==> config.mk <==
export PLATFORM = sky130hd
export DESIGN_NAME = flash_seq_ctrl
export DESIGN_NICKNAME = d
export VERILOG_FILES = /design/src/rtl/flash_seq_pkg.sv /design/src/rtl/flash_seq_ctrl.sv /design/src/rtl/flash_bus_cycle.sv
export VERILOG_INCLUDE_DIRS = /design/src /design/src/rtl
export SDC_FILE = /design/constraint.sdc
export NUM_CORES = 1
export LEC_CHECK = 0
export ABC_AREA = 0
export BUFFER_PORTS_ARGS = -buffer_cell sky130_fd_sc_hd__buf_2
export CORE_UTILIZATION = 40
export DETAILED_ROUTE_END_ITERATION = 12
export PLACE_DENSITY_LB_ADDON = 0.05
export SLEW_MARGIN = 20
export SYNTH_ARGS = -nofsm -noshare
export SYNTH_HDL_FRONTEND = slang
export SYNTH_SLANG_ARGS = --single-unit
==> constraint.sdc <==
create_clock -name pclk -period 4.1 [get_ports pclk]
set_input_delay 0.205 -clock pclk [delete_from_list [all_inputs] [get_ports pclk]]
set_output_delay 0.205 -clock pclk [all_outputs]
set_load 0.01 [all_outputs]
==> src/rtl/flash_seq_params.svh <==
// Sequencer constants: command codes, status bits, offsets, pin timing.
// Assumes a command-driven asynchronous flash and a 200 MHz pclk.
//
// Summary of operation
// (RL1) Programs may run back to back.
// (RL2) Device refuses programs while supply error set.
// (RL3) After program, send FFh before array reads.
// (RL4) Device refuses erases while supply error set.
// (RL5) Error bits 3-5 cleared only by clear-status.
// (RL6) Poll erase until ready; may suspend meanwhile.
// (RL7) Erases may run back to back.
// (RL8) Error check optional; supply error still blocks.
// (RL9) After erase, send FFh before array reads.
// (RL10) Supply error blocks program/erase until clear-status.
// (RL11) Erase is 20h then D0h at block address.
// (RL12) Busy device returns status on every read.
// (RL13) Bad erase confirm sets bits 4 and 5.
// (RL14) Reset clears status and selects array read.
// (RL15) Finish, check, clear before next program/erase. Code refuses program/erase only while busy or while a supply error is latched.
`ifndef FLASH_SEQ_PARAMS_SVH
`define FLASH_SEQ_PARAMS_SVH

`define CLK_MHZ          200
`define NS2CYC(ns)       ((((ns) * `CLK_MHZ) + 999) / 1000)
`define T_WP_NS          50
`define T_WPH_NS         30
`define T_ACC_NS         80
`define T_RP_NS          60
`define T_RS_NS          1000
`define SYNC_STAGES      3
`define CYC_WP           8'(`NS2CYC(`T_WP_NS))
`define CYC_WPH          8'(`NS2CYC(`T_WPH_NS))
`define CYC_RD           8'(`NS2CYC(`T_ACC_NS) + `SYNC_STAGES)
`define CYC_RP           8'(`NS2CYC(`T_RP_NS))
`define CYC_RS           8'(`NS2CYC(`T_RS_NS))
`define CNT_ONE          8'h01

`define CMD_READ_ARRAY   16'h00FF
`define CMD_CLEAR        16'h0050
`define CMD_ERASE_SETUP  16'h0020
`define CMD_CONFIRM      16'h00D0
`define CMD_PROGRAM      16'h0040
`define CMD_SUSPEND      16'h00B0

`define SR_READY         7
`define SR_SUSP          6
`define SR_ERR_HI        5
`define SR_ERR_LO        3
`define SR_SUPPLY_ERR    3

`define OP_PROGRAM       3'h1
`define OP_ERASE         3'h2
`define OP_CLEAR         3'h3
`define OP_READ          3'h4
`define OP_SUSPEND       3'h5
`define OP_RESUME        3'h6

`define REG_CTRL         12'h000
`define REG_ADDR         12'h004
`define REG_WDATA        12'h008
`define REG_STATUS       12'h00C
`define REG_RDATA        12'h010

`endif

==> src/rtl/flash_seq_pkg.sv <==
// Types shared by the flash sequencer and its pin cycle engine.
// Assumes the constants header for widths of the command fields.
package flash_seq_pkg;

    typedef struct packed {
        logic        ce_n;
        logic        we_n;
        logic        oe_n;
        logic [17:0] addr;
        logic [15:0] dq_o;
        logic        dq_oe_n;
    } flash_pins_t;

    typedef struct packed {
        logic        start;
        logic        wr;
        logic [17:0] addr;
        logic [15:0] data;
    } cyc_req_t;

    typedef enum logic [2:0] {C_IDLE, C_SETUP, C_LOW, C_HIGH, C_READ} cyc_st_t;

    typedef struct packed {
        cyc_st_t     st;
        logic [7:0]  cnt;
        logic        done;
        logic [15:0] rdata;
        logic [15:0] s1;
        logic [15:0] s2;
        logic [15:0] s3;
        flash_pins_t pins;
    } cyc_state_t;

    typedef enum logic [3:0] {S_RST, S_RWAIT, S_IDLE, S_SETUP, S_DATA, S_POLL, S_SUSP, S_RD, S_DONE} ctl_st_t;

    typedef struct packed {
        ctl_st_t     st;
        logic        issued;
        logic [7:0]  cnt;
        logic [2:0]  op;
        logic        go;
        logic [17:0] addr;
        logic [15:0] wdata;
        logic [7:0]  status;
        logic [15:0] rdata;
        logic        array_mode;
        logic        blocked;
        logic        refused;
        logic        susp_req;
        logic        rp_n;
        cyc_req_t    req;
        logic [31:0] prdata;
        logic        slverr;
    } ctl_state_t;

endpackage

==> src/rtl/flash_seq_ctrl.sv <==
// Flash host sequencer: program, erase, suspend, clear, array read via APB.
// Assumes flash pins wired directly and the APB master on pclk.
//
// The implementer's own choices: the register addresses and register access over APB.
`timescale 1ns/1ps
`include "flash_seq_params.svh"

module flash_seq_ctrl (
    // Clock, reset, enable
    input  wire logic                      pclk,
    input  wire logic                      presetn,
    input  wire logic                      en,
    // APB slave
    input  wire logic                      psel,
    input  wire logic                      penable,
    input  wire logic                      pwrite,
    input  wire logic [11:0]               paddr,
    input  wire logic [31:0]               pwdata,
    output logic [31:0]                    prdata,
    output logic                           pready,
    output logic                           pslverr,
    // Flash pins
    output flash_seq_pkg::flash_pins_t     fl_pins,
    output logic                           fl_rp_n,
    input  wire logic [15:0]               fl_dq_i
);

    flash_seq_pkg::ctl_state_t q, d;
    logic                      cyc_done;
    logic [15:0]               cyc_rdata;
    logic                      busy;

    function automatic flash_seq_pkg::cyc_req_t mk_req(input logic wr, input logic [17:0] a, input logic [15:0] v);
        flash_seq_pkg::cyc_req_t r;
        r.start = 1'b1;
        r.wr    = wr;
        r.addr  = a;
        r.data  = v;
        return r;
    endfunction

    function automatic logic [15:0] cmd_for(input logic [2:0] op);
        case (op)
            `OP_PROGRAM: return `CMD_PROGRAM;
            `OP_ERASE:   return `CMD_ERASE_SETUP;
            `OP_CLEAR:   return `CMD_CLEAR;
            `OP_RESUME:  return `CMD_CONFIRM;
            default:     return `CMD_READ_ARRAY;
        endcase
    endfunction

    function automatic logic is_pe(input logic [2:0] op);
        return (op == `OP_PROGRAM) || (op == `OP_ERASE);
    endfunction

    assign busy = (q.st != flash_seq_pkg::S_IDLE) || q.go;

    always_comb
    begin
        d           = q;
        d.req.start = 1'b0;
        case (q.st)
            flash_seq_pkg::S_RST:
            begin
                d.rp_n = 1'b0;
                d.cnt  = q.cnt + `CNT_ONE;
                if (q.cnt == `CYC_RP - `CNT_ONE)
                begin
                    d.rp_n = 1'b1;
                    d.cnt  = '0;
                    d.st   = flash_seq_pkg::S_RWAIT;
                end
            end
            flash_seq_pkg::S_RWAIT:
            begin
                // Flash comes out of reset in array mode with a clean status
                d.cnt = q.cnt + `CNT_ONE;
                if (q.cnt == `CYC_RS - `CNT_ONE)
                begin
                    d.array_mode = 1'b1;
                    d.status     = '0;
                    d.st         = flash_seq_pkg::S_IDLE;
                end
            end
            flash_seq_pkg::S_IDLE:
            begin
                if (q.go)
                begin
                    d.go = 1'b0;
                    if (is_pe(q.op) && q.blocked)
                    begin
                        d.refused = 1'b1;                                       // [RL10] [RL15]
                    end
                    else if ((q.op == `OP_READ) && q.array_mode)
                    begin
                        d.refused = 1'b0;
                        d.st      = flash_seq_pkg::S_RD;
                    end
                    else if (is_pe(q.op) || (q.op == `OP_CLEAR) || (q.op == `OP_READ) ||
                             ((q.op == `OP_RESUME) && q.status[`SR_SUSP]))
                    begin
                        d.refused = 1'b0;
                        d.st      = flash_seq_pkg::S_SETUP;
                    end
                end
            end
            flash_seq_pkg::S_SETUP:
            begin
                if (!q.issued)
                begin
                    d.req    = mk_req(1'b1, q.addr, cmd_for(q.op));             // [RL11]
                    d.issued = 1'b1;
                end
                else if (cyc_done)
                begin
                    d.issued     = 1'b0;
                    d.array_mode = (q.op == `OP_READ);                           // [RL3] [RL9]
                    case (q.op)
                        `OP_PROGRAM, `OP_ERASE: d.st = flash_seq_pkg::S_DATA;
                        `OP_READ:               d.st = flash_seq_pkg::S_RD;
                        `OP_RESUME:             d.st = flash_seq_pkg::S_POLL;
                        default:
                        begin
                            d.status[`SR_ERR_HI:`SR_ERR_LO] = '0;                // [RL5]
                            d.blocked = 1'b0;                                   // [RL5] [RL10]
                            d.st      = flash_seq_pkg::S_DONE;
                        end
                    endcase
                end
            end
            flash_seq_pkg::S_DATA:
            begin
                if (!q.issued)
                begin
                    d.req    = mk_req(1'b1, q.addr, (q.op == `OP_ERASE) ? `CMD_CONFIRM : q.wdata); // [RL11]
                    d.issued = 1'b1;
                end
                else if (cyc_done)
                begin
                    d.issued = 1'b0;
                    d.st     = flash_seq_pkg::S_POLL;
                end
            end
            flash_seq_pkg::S_POLL:
            begin
                if (!q.issued)
                begin
                    d.req    = mk_req(1'b0, q.addr, '0);
                    d.issued = 1'b1;
                end
                else if (cyc_done)
                begin
                    d.issued = 1'b0;
                    d.status = cyc_rdata[7:0];
                    if (cyc_rdata[`SR_READY])
                    begin
                        // Latched even if software never looks at the error bits
                        d.blocked = q.blocked | cyc_rdata[`SR_SUPPLY_ERR];      // [RL8] [RL10]
                        d.st      = flash_seq_pkg::S_DONE;
                    end
                    else if (q.susp_req)
                    begin
                        d.susp_req = 1'b0;                                      // [RL6]
                        d.st       = flash_seq_pkg::S_SUSP;
                    end
                end
            end
            flash_seq_pkg::S_SUSP:
            begin
                if (!q.issued)
                begin
                    d.req    = mk_req(1'b1, q.addr, `CMD_SUSPEND);
                    d.issued = 1'b1;
                end
                else if (cyc_done)
                begin
                    d.issued = 1'b0;
                    d.st     = flash_seq_pkg::S_POLL;
                end
            end
            flash_seq_pkg::S_RD:
            begin
                if (!q.issued)
                begin
                    d.req    = mk_req(1'b0, q.addr, '0);                        // [RL9]
                    d.issued = 1'b1;
                end
                else if (cyc_done)
                begin
                    d.issued = 1'b0;
                    d.rdata  = cyc_rdata;
                    d.st     = flash_seq_pkg::S_DONE;
                end
            end
            flash_seq_pkg::S_DONE:
            begin
                d.st = flash_seq_pkg::S_IDLE;                                   // [RL1] [RL7]
            end
            default:
            begin
                d.st = flash_seq_pkg::S_RST;
            end
        endcase

        // APB: read data and error are decided in the setup cycle
        if (psel && !penable)
        begin
            d.slverr = 1'b0;
            d.prdata = '0;
            case (paddr)
                `REG_CTRL:   d.prdata = {29'h0, q.op};
                `REG_ADDR:   d.prdata = {14'h0, q.addr};
                `REG_WDATA:  d.prdata = {16'h0, q.wdata};
                `REG_STATUS: d.prdata = {20'h0, q.refused, q.blocked, q.array_mode, busy, q.status};
                `REG_RDATA:  d.prdata = {16'h0, q.rdata};
                default:     d.slverr = 1'b1;
            endcase
        end
        // Writes take effect at the access edge; a refusal set here beats any clear above
        if (psel && penable && pwrite)
        begin
            case (paddr)
                `REG_CTRL:
                begin
                    if (!busy)
                    begin
                        d.op = pwdata[2:0];
                        d.go = 1'b1;
                    end
                    else if ((pwdata[2:0] == `OP_SUSPEND) && (q.op == `OP_ERASE) && (q.st == flash_seq_pkg::S_POLL))
                    begin
                        d.susp_req = 1'b1;                                      // [RL6]
                    end
                    else
                    begin
                        d.refused = 1'b1;                                       // [RL15]
                    end
                end
                `REG_ADDR:  if (!busy) d.addr = pwdata[17:0];
                `REG_WDATA: if (!busy) d.wdata = pwdata[15:0];
                default:    d.go = d.go;
            endcase
        end
    end

    always_ff @(posedge pclk or negedge presetn)
    begin
        if (!presetn)
        begin
            q <= '0;
        end
        else if (en)
        begin
            q <= d;
        end
    end

    flash_bus_cycle cycle (
        .pclk    (pclk),
        .presetn (presetn),
        .en      (en),
        .req     (q.req),
        .done    (cyc_done),
        .rdata   (cyc_rdata),
        .pins    (fl_pins),
        .dq_i    (fl_dq_i)
    );

    assign prdata  = q.prdata;
    assign pslverr = q.slverr;
    assign pready  = 1'b1;
    assign fl_rp_n = q.rp_n;
endmodule

==> src/rtl/flash_bus_cycle.sv <==
// One flash bus cycle, write or read, timed in pclk cycles.
// Assumes one request at a time; data pins pass three flops.
`timescale 1ns/1ps
`include "flash_seq_params.svh"

module flash_bus_cycle (
    // Clock, reset, enable
    input  wire logic                      pclk,
    input  wire logic                      presetn,
    input  wire logic                      en,
    // Request and answer
    input  wire flash_seq_pkg::cyc_req_t   req,
    output logic                           done,
    output logic [15:0]                    rdata,
    // Flash pins
    output flash_seq_pkg::flash_pins_t     pins,
    input  wire logic [15:0]               dq_i
);

    flash_seq_pkg::cyc_state_t q, d;

    always_comb
    begin
        d      = q;
        d.done = 1'b0;
        d.s1   = dq_i;
        d.s2   = q.s1;
        d.s3   = q.s2;
        case (q.st)
            flash_seq_pkg::C_IDLE:
            begin
                d.pins.ce_n    = 1'b1;
                d.pins.we_n    = 1'b1;
                d.pins.oe_n    = 1'b1;
                d.pins.dq_oe_n = 1'b1;
                if (req.start)
                begin
                    d.pins.addr = req.addr;
                    d.pins.ce_n = 1'b0;
                    d.cnt       = '0;
                    if (req.wr)
                    begin
                        d.pins.dq_o    = req.data;
                        d.pins.dq_oe_n = 1'b0;
                        d.st           = flash_seq_pkg::C_SETUP;
                    end
                    else
                    begin
                        d.pins.oe_n = 1'b0;
                        d.st        = flash_seq_pkg::C_READ;
                    end
                end
            end
            flash_seq_pkg::C_SETUP:
            begin
                d.pins.we_n = 1'b0;
                d.st        = flash_seq_pkg::C_LOW;
            end
            flash_seq_pkg::C_LOW:
            begin
                // Pulse width also covers address and data setup to the rising edge
                d.cnt = q.cnt + `CNT_ONE;
                if (q.cnt == `CYC_WP - `CNT_ONE)
                begin
                    d.pins.we_n = 1'b1;
                    d.cnt       = '0;
                    d.st        = flash_seq_pkg::C_HIGH;
                end
            end
            flash_seq_pkg::C_HIGH:
            begin
                d.cnt = q.cnt + `CNT_ONE;
                if (q.cnt == `CYC_WPH - `CNT_ONE)
                begin
                    d.pins.ce_n    = 1'b1;
                    d.pins.dq_oe_n = 1'b1;
                    d.done         = 1'b1;
                    d.st           = flash_seq_pkg::C_IDLE;
                end
            end
            flash_seq_pkg::C_READ:
            begin
                if (q.cnt != `CYC_RD)
                begin
                    d.cnt = q.cnt + `CNT_ONE;
                end
                // Wait for a stable word so a bus still settling is not captured
                else if (q.s2 == q.s3)
                begin
                    d.rdata     = q.s3;
                    d.done      = 1'b1;
                    d.pins.ce_n = 1'b1;
                    d.pins.oe_n = 1'b1;
                    d.st        = flash_seq_pkg::C_IDLE;
                end
            end
            default:
            begin
                d.st = flash_seq_pkg::C_IDLE;
            end
        endcase
    end

    always_ff @(posedge pclk or negedge presetn)
    begin
        if (!presetn)
        begin
            q <= '0;
            q.pins.ce_n    <= 1'b1;
            q.pins.we_n    <= 1'b1;
            q.pins.oe_n    <= 1'b1;
            q.pins.dq_oe_n <= 1'b1;
        end
        else if (en)
        begin
            q <= d;
        end
    end

    assign done  = q.done;
    assign rdata = q.rdata;
    assign pins  = q.pins;

endmodule

**Word level (Yosys, flattened, before mapping)**

Index checks and enable logic that the tools add are counted.
Widths: inputs -> output; s select.

- $add $sub $neg: 2
- Equality and inequality tests: 55
- Muxes and demuxes: 100
- Bitwise operators: 3
- Reduce and logical (&&, ||, !) cells: 57

Operator list:

| cell | number |
|---|---|
| $mux 36 | 5 |
| $pmux 36 s4 | 1 |
| $pmux 18 s5 | 1 |
| $pmux 8 s4 | 2 |
| $mux 17 | 3 |
| $mux 16 | 3 |
| $mux 4 | 12 |
| $mux 8 | 5 |
| $mux 18 | 2 |
| $mux 35 | 1 |
| $mux 1 | 32 |
| $pmux 4 s8 | 1 |
| $reduce_and 4->1 | 8 |
| $ne 2x2->1 const B | 14 |
| $eq 12x4->1 const B | 2 |
| $mux 11 | 2 |
| $mux 3 | 7 |
| $mux 5 | 4 |
| $ne 2x1->1 const B | 10 |
| $add 8x1->8 const B | 2 |
| $eq 16x16->1 | 1 |
| $eq 4x3->1 const B | 4 |
| $eq 8x4->1 const B | 2 |
| $pmux 8 s2 | 1 |
| other kinds (43) | 92 |

- Bits in registers: 263
- Input port bits: 66
- Output and inout bits: 73
- Logic and storage cells: 251

**Logic depth before layout (Yosys ltp)**

- Depth in word-level cells: 14
- Gate-level depth with buffers: 10

**Modules after synthesis**

Synthesis repeated with hierarchy kept, for this count alone.

- Cell total of the unflattened synthesis: 1,054
- Area, all modules: 11,908.9 µm²

By module, submodules not included:

| module | instances | cells an instance | area an instance (µm²) | seq. area each (µm²) |
|---|---|---|---|---|
| flash_seq_ctrl | 1 | 628 | 6,676.4 | 3,378.2 |
| flash_bus_cycle | 1 | 426 | 5,232.5 | 2,857.7 |

**Worst setup path after synthesis**

No wires, ideal clock.

- Path type: flip-flop to flip-flop
- From: register q[147] (netlist name)
- To: register q[104] (netlist name)
- Setup time: 0.125 ns
- Arrival: 2.544 ns
- Setup slack: 1.431 ns
- Cell stages (with the launch flop): 10
- Buffers on the path: 2
- Period minus slack after synthesis: 2.669 ns
- Path through: dfrtp_1 -> buf_2 -> or2_2 -> nor2_1 -> ha_1 -> inv_1 -> or2_2 -> nor3_2 -> buf_2 -> mux2_2

- Word-level cells in the longest chain between the ends: 4

Ends and longest elaborated chain:

| what | RTL line | RTL |
|---|---|---|
| from (decl) | flash_seq_ctrl.sv:28 | `flash_seq_pkg::ctl_state_t q, d;` |
| from (signal assigned) | flash_seq_ctrl.sv:250 | `q <= '0;` |
| from (signal assigned) | flash_seq_ctrl.sv:254 | `q <= d;` |
| $ne 4x2->1 | flash_seq_ctrl.sv:56 | `assign busy = (q.st != flash_seq_pkg::S_IDLE) \|\| q.go;` |
| $logic_or 1x1->1 | flash_seq_ctrl.sv:56 |  |
| $not 1->1 (no line) | -- |  |
| $reduce_and 4->1 (no line) | -- |  |

No other way between the ends.
A chain may end at the register's enable or synchronous reset.

**Final worst setup path**

- From: register q[148] (netlist name)
- To: register q[110] (netlist name)

Same word-level chain as after synthesis.

==> impl_metrics.tcl <==
set metrics [dict create \
    status "completed" \
    syn-cell-area_mm2 0.0116 \
    critPathKind "reg2reg" \
    firstDrtPassIters 4 \
    ys.flop_type "dfrtp_1" \
    ir_drop_mv 0.393 \
    totalWireLength_um 26500 \
    post_synth_num_cell_types 73 \
    skew_ns 0.0165 \
    dieWidth_um 172 \
    cts_hold_buf 35 \
    slew_headroom_pct 38.8 \
    synth_most_common_cell "dfrtp_1" \
    placed_area_mm2 0.0121 \
    area_delta_synth_final_pct 14.8 \
    ctsResizeCount 0 \
    synth_enable_flop_cells 0 \
    grt_start_max_net_pins 95 \
    numPortBuffers 109 \
    crit_fanout 16 \
    synthCells 995 \
    cpPeakStageDelay_ns 0.54 \
    cp-end-kind "flop" \
    crit_path_top_delay_cell "dfrtp_1" \
    maxCapViolations 0 \
    globalplace.congestion 0.834 \
    yosys.area.top_type_share_pct 53.0 \
    root_buffer "clkbuf_16" \
    max_freq_mhz 359 \
    cts_buffers 29 \
    hold_viol 0 \
    die_y_um 172 \
    power_density_mw_per_mm2 447 \
    worst_pin_slew_ns 0.910 \
    ys_ff_latch 249 \
    syn_avg_cell_area_um2 11.6 \
    seq_area_frac_synth_pct 53.9 \
    first_global_vias 7525 \
    dp_hpwl_um 17800 \
    finalInstanceArea_mm2 0.0133 \
    grt_setup_unrepaired "false" \
    power.leakage_nw 6.43 \
    wl_per_cell_um 18.0 \
    clock_latency_ns 0.54 \
    clkSinkCount 249 \
    crit_required_ns 4.51 \
    n_antenna_cell 0 \
    cts_setup_buffers 0 \
    setup-tns-final_ns 0 \
    path_clk_slew_ns 0.06 \
    path_common_cell "or2_2" \
    drive_gt1_share_pct 30.2 \
    start_util_pct 41.2 \
    ios 139 \
    design.core.area_mm2 0.0281 \
    antenna_found_initial 0 \
    drtIter0Drc 494 \
    yosysTopAreaCell "dfrtp_1" \
    slew_violations 0 \
    clk_path_buf_depth 3 \
    fin_crit_sh_pct 67.9 \
    row_count 61 \
    drc 0 \
    hold_path.class "in2reg" \
    finalCriticalPeriod_ns 2.79 \
    layout.nets 1149 \
    synth-async-reset-ratio_pct 100 \
    worstPathArrival_ns 3.20 \
    cts_tree "yes" \
    crit_path_cell_trace "or2_2 -> nor2_1 -> ha_1 -> inv_1 -> or2_2 -> nor3_2 -> buf_4 -> mux2_2" \
    ant_nets 0 \
    track_usage_pct 18.5 \
    overflow 0 \
    cp-start-kind "flop" \
    yosys_warnings 0 \
    vias_per_cell 5.14 \
    routed-via-count 7573 \
    synthTopCellsByCount "245 x dfrtp_1, 136 x mux2_2, 101 x nand2_1" \
    die_area_mm2 0.0296 \
    htree_levels 1 \
    grt_pass1_wl_um 42400 \
    synth_area_leaders "dfrtp_1 53%, mux2_2 13%, buf_4 4.6%" \
    setup_viol 0 \
]
==> final cells by class <==
class                      count  area [um^2]
clock inverter                 6         55.1
multi-input combinational    621         4590
fill                        2643        14800
tap                          378          473
inverter                      19         71.3
timing repair buffer         158         1040
clock buffer                  42          825
sequential                   249         6240
==> critical path, delay by kind of cell, from the launching register on <==
kind / cells / cell delay, ns
simple gates: 4 / 1.16
flops: 1 / 0.54
buf+inv: 2 / 0.38
mux: 1 / 0.37
fa+ha+maj: 1 / 0.23
==> power breakdown <==
group          switching [mW]  internal [mW]  total, mW
combinational           0.367          0.302      0.669
clock                   0.983           1.44       2.42
sequential              0.199           2.65       2.85
total                    1.55           4.39       5.94
==> path summary, 6_finish.rpt <==
kind	start	endpoint	slack [ns]	cells past startpoint
min in group asynchronous	presetn	cycle.pins[6]	0.26	2
worst max-delay path	q[148]	q[110]	1.31	8
worst max register to register	q[148]	q[110]	1.31	8
worst min-delay path	en	q[71]	0.08	3
worst min register to register	q[65]	q[65]	0.47	2
max in group asynchronous	presetn	cycle.pins[35]	2.76	3
==> cell usage in the layout, fill, tap and decap left out, drive strengths merged, types with 10 or more instances in the layout <==
cell type    netlist  final
buf               88    123
dfrtp            245    245
nand2            101    101
nand3             16     16
xor2              16     16
xnor2             12     12
a22oi             17     17
a21oi             25     25
dlygate4sd3        0     35
nand2b            11     11
clkbuf            31     42
nor3              21     21
inv               19     19
o21ai             47     47
a22o              20     20
nand4             10     10
nor2              46     46
nor4              10     10
conb               2     15
mux2             155    155
==> metal layers <==
layer  up-vias  wire length (um)  GRT usage [%]  share of wire, %
li1       3620                 -              -                 -
met1      3744             13200           27.0                50
met2       169             11800           28.8                44
met3        40              1010           2.40               3.8
met4         0               600           4.81               2.3
met5         -                 0              0                 0
==> through the flow <==
stage	hold slack [ns]	util, %	worst slack [ns]	power [mW]	std cells
after global routing	0.108	47.3	1.15	6.22	1473
after global placement	0.289	42.9	1.35	3.54	1390
final	0.0758	47.3	1.31	5.94	1473
after floorplan	-0.0906	-	1.43	3.32	1008
after detailed placement	0.280	42.9	1.33	3.55	1390
after CTS	0.0511	47.3	1.31	6.03	1473
==> kinds of logic after synthesis <==
group / synth area share [%]
compound gates: 9.76
xor+xnor: 2.12
fa+ha+maj: 0.541
buf+inv: 7.00
flops: 53.9
mux: 15.6
other cells: 0.0649
simple gates: 11.0
==> flip-flops by register name (all words and copies together), names as in the netlist <==
signal / count
cycle.d: 32
cycle.done: 1
cycle.pins: 38
cycle.q: 27
cycle.rdata: 16
fl_rp_n: 1
prdata: 18
pslverr: 1
q: 115
Power figures use the tool's default switching activity.
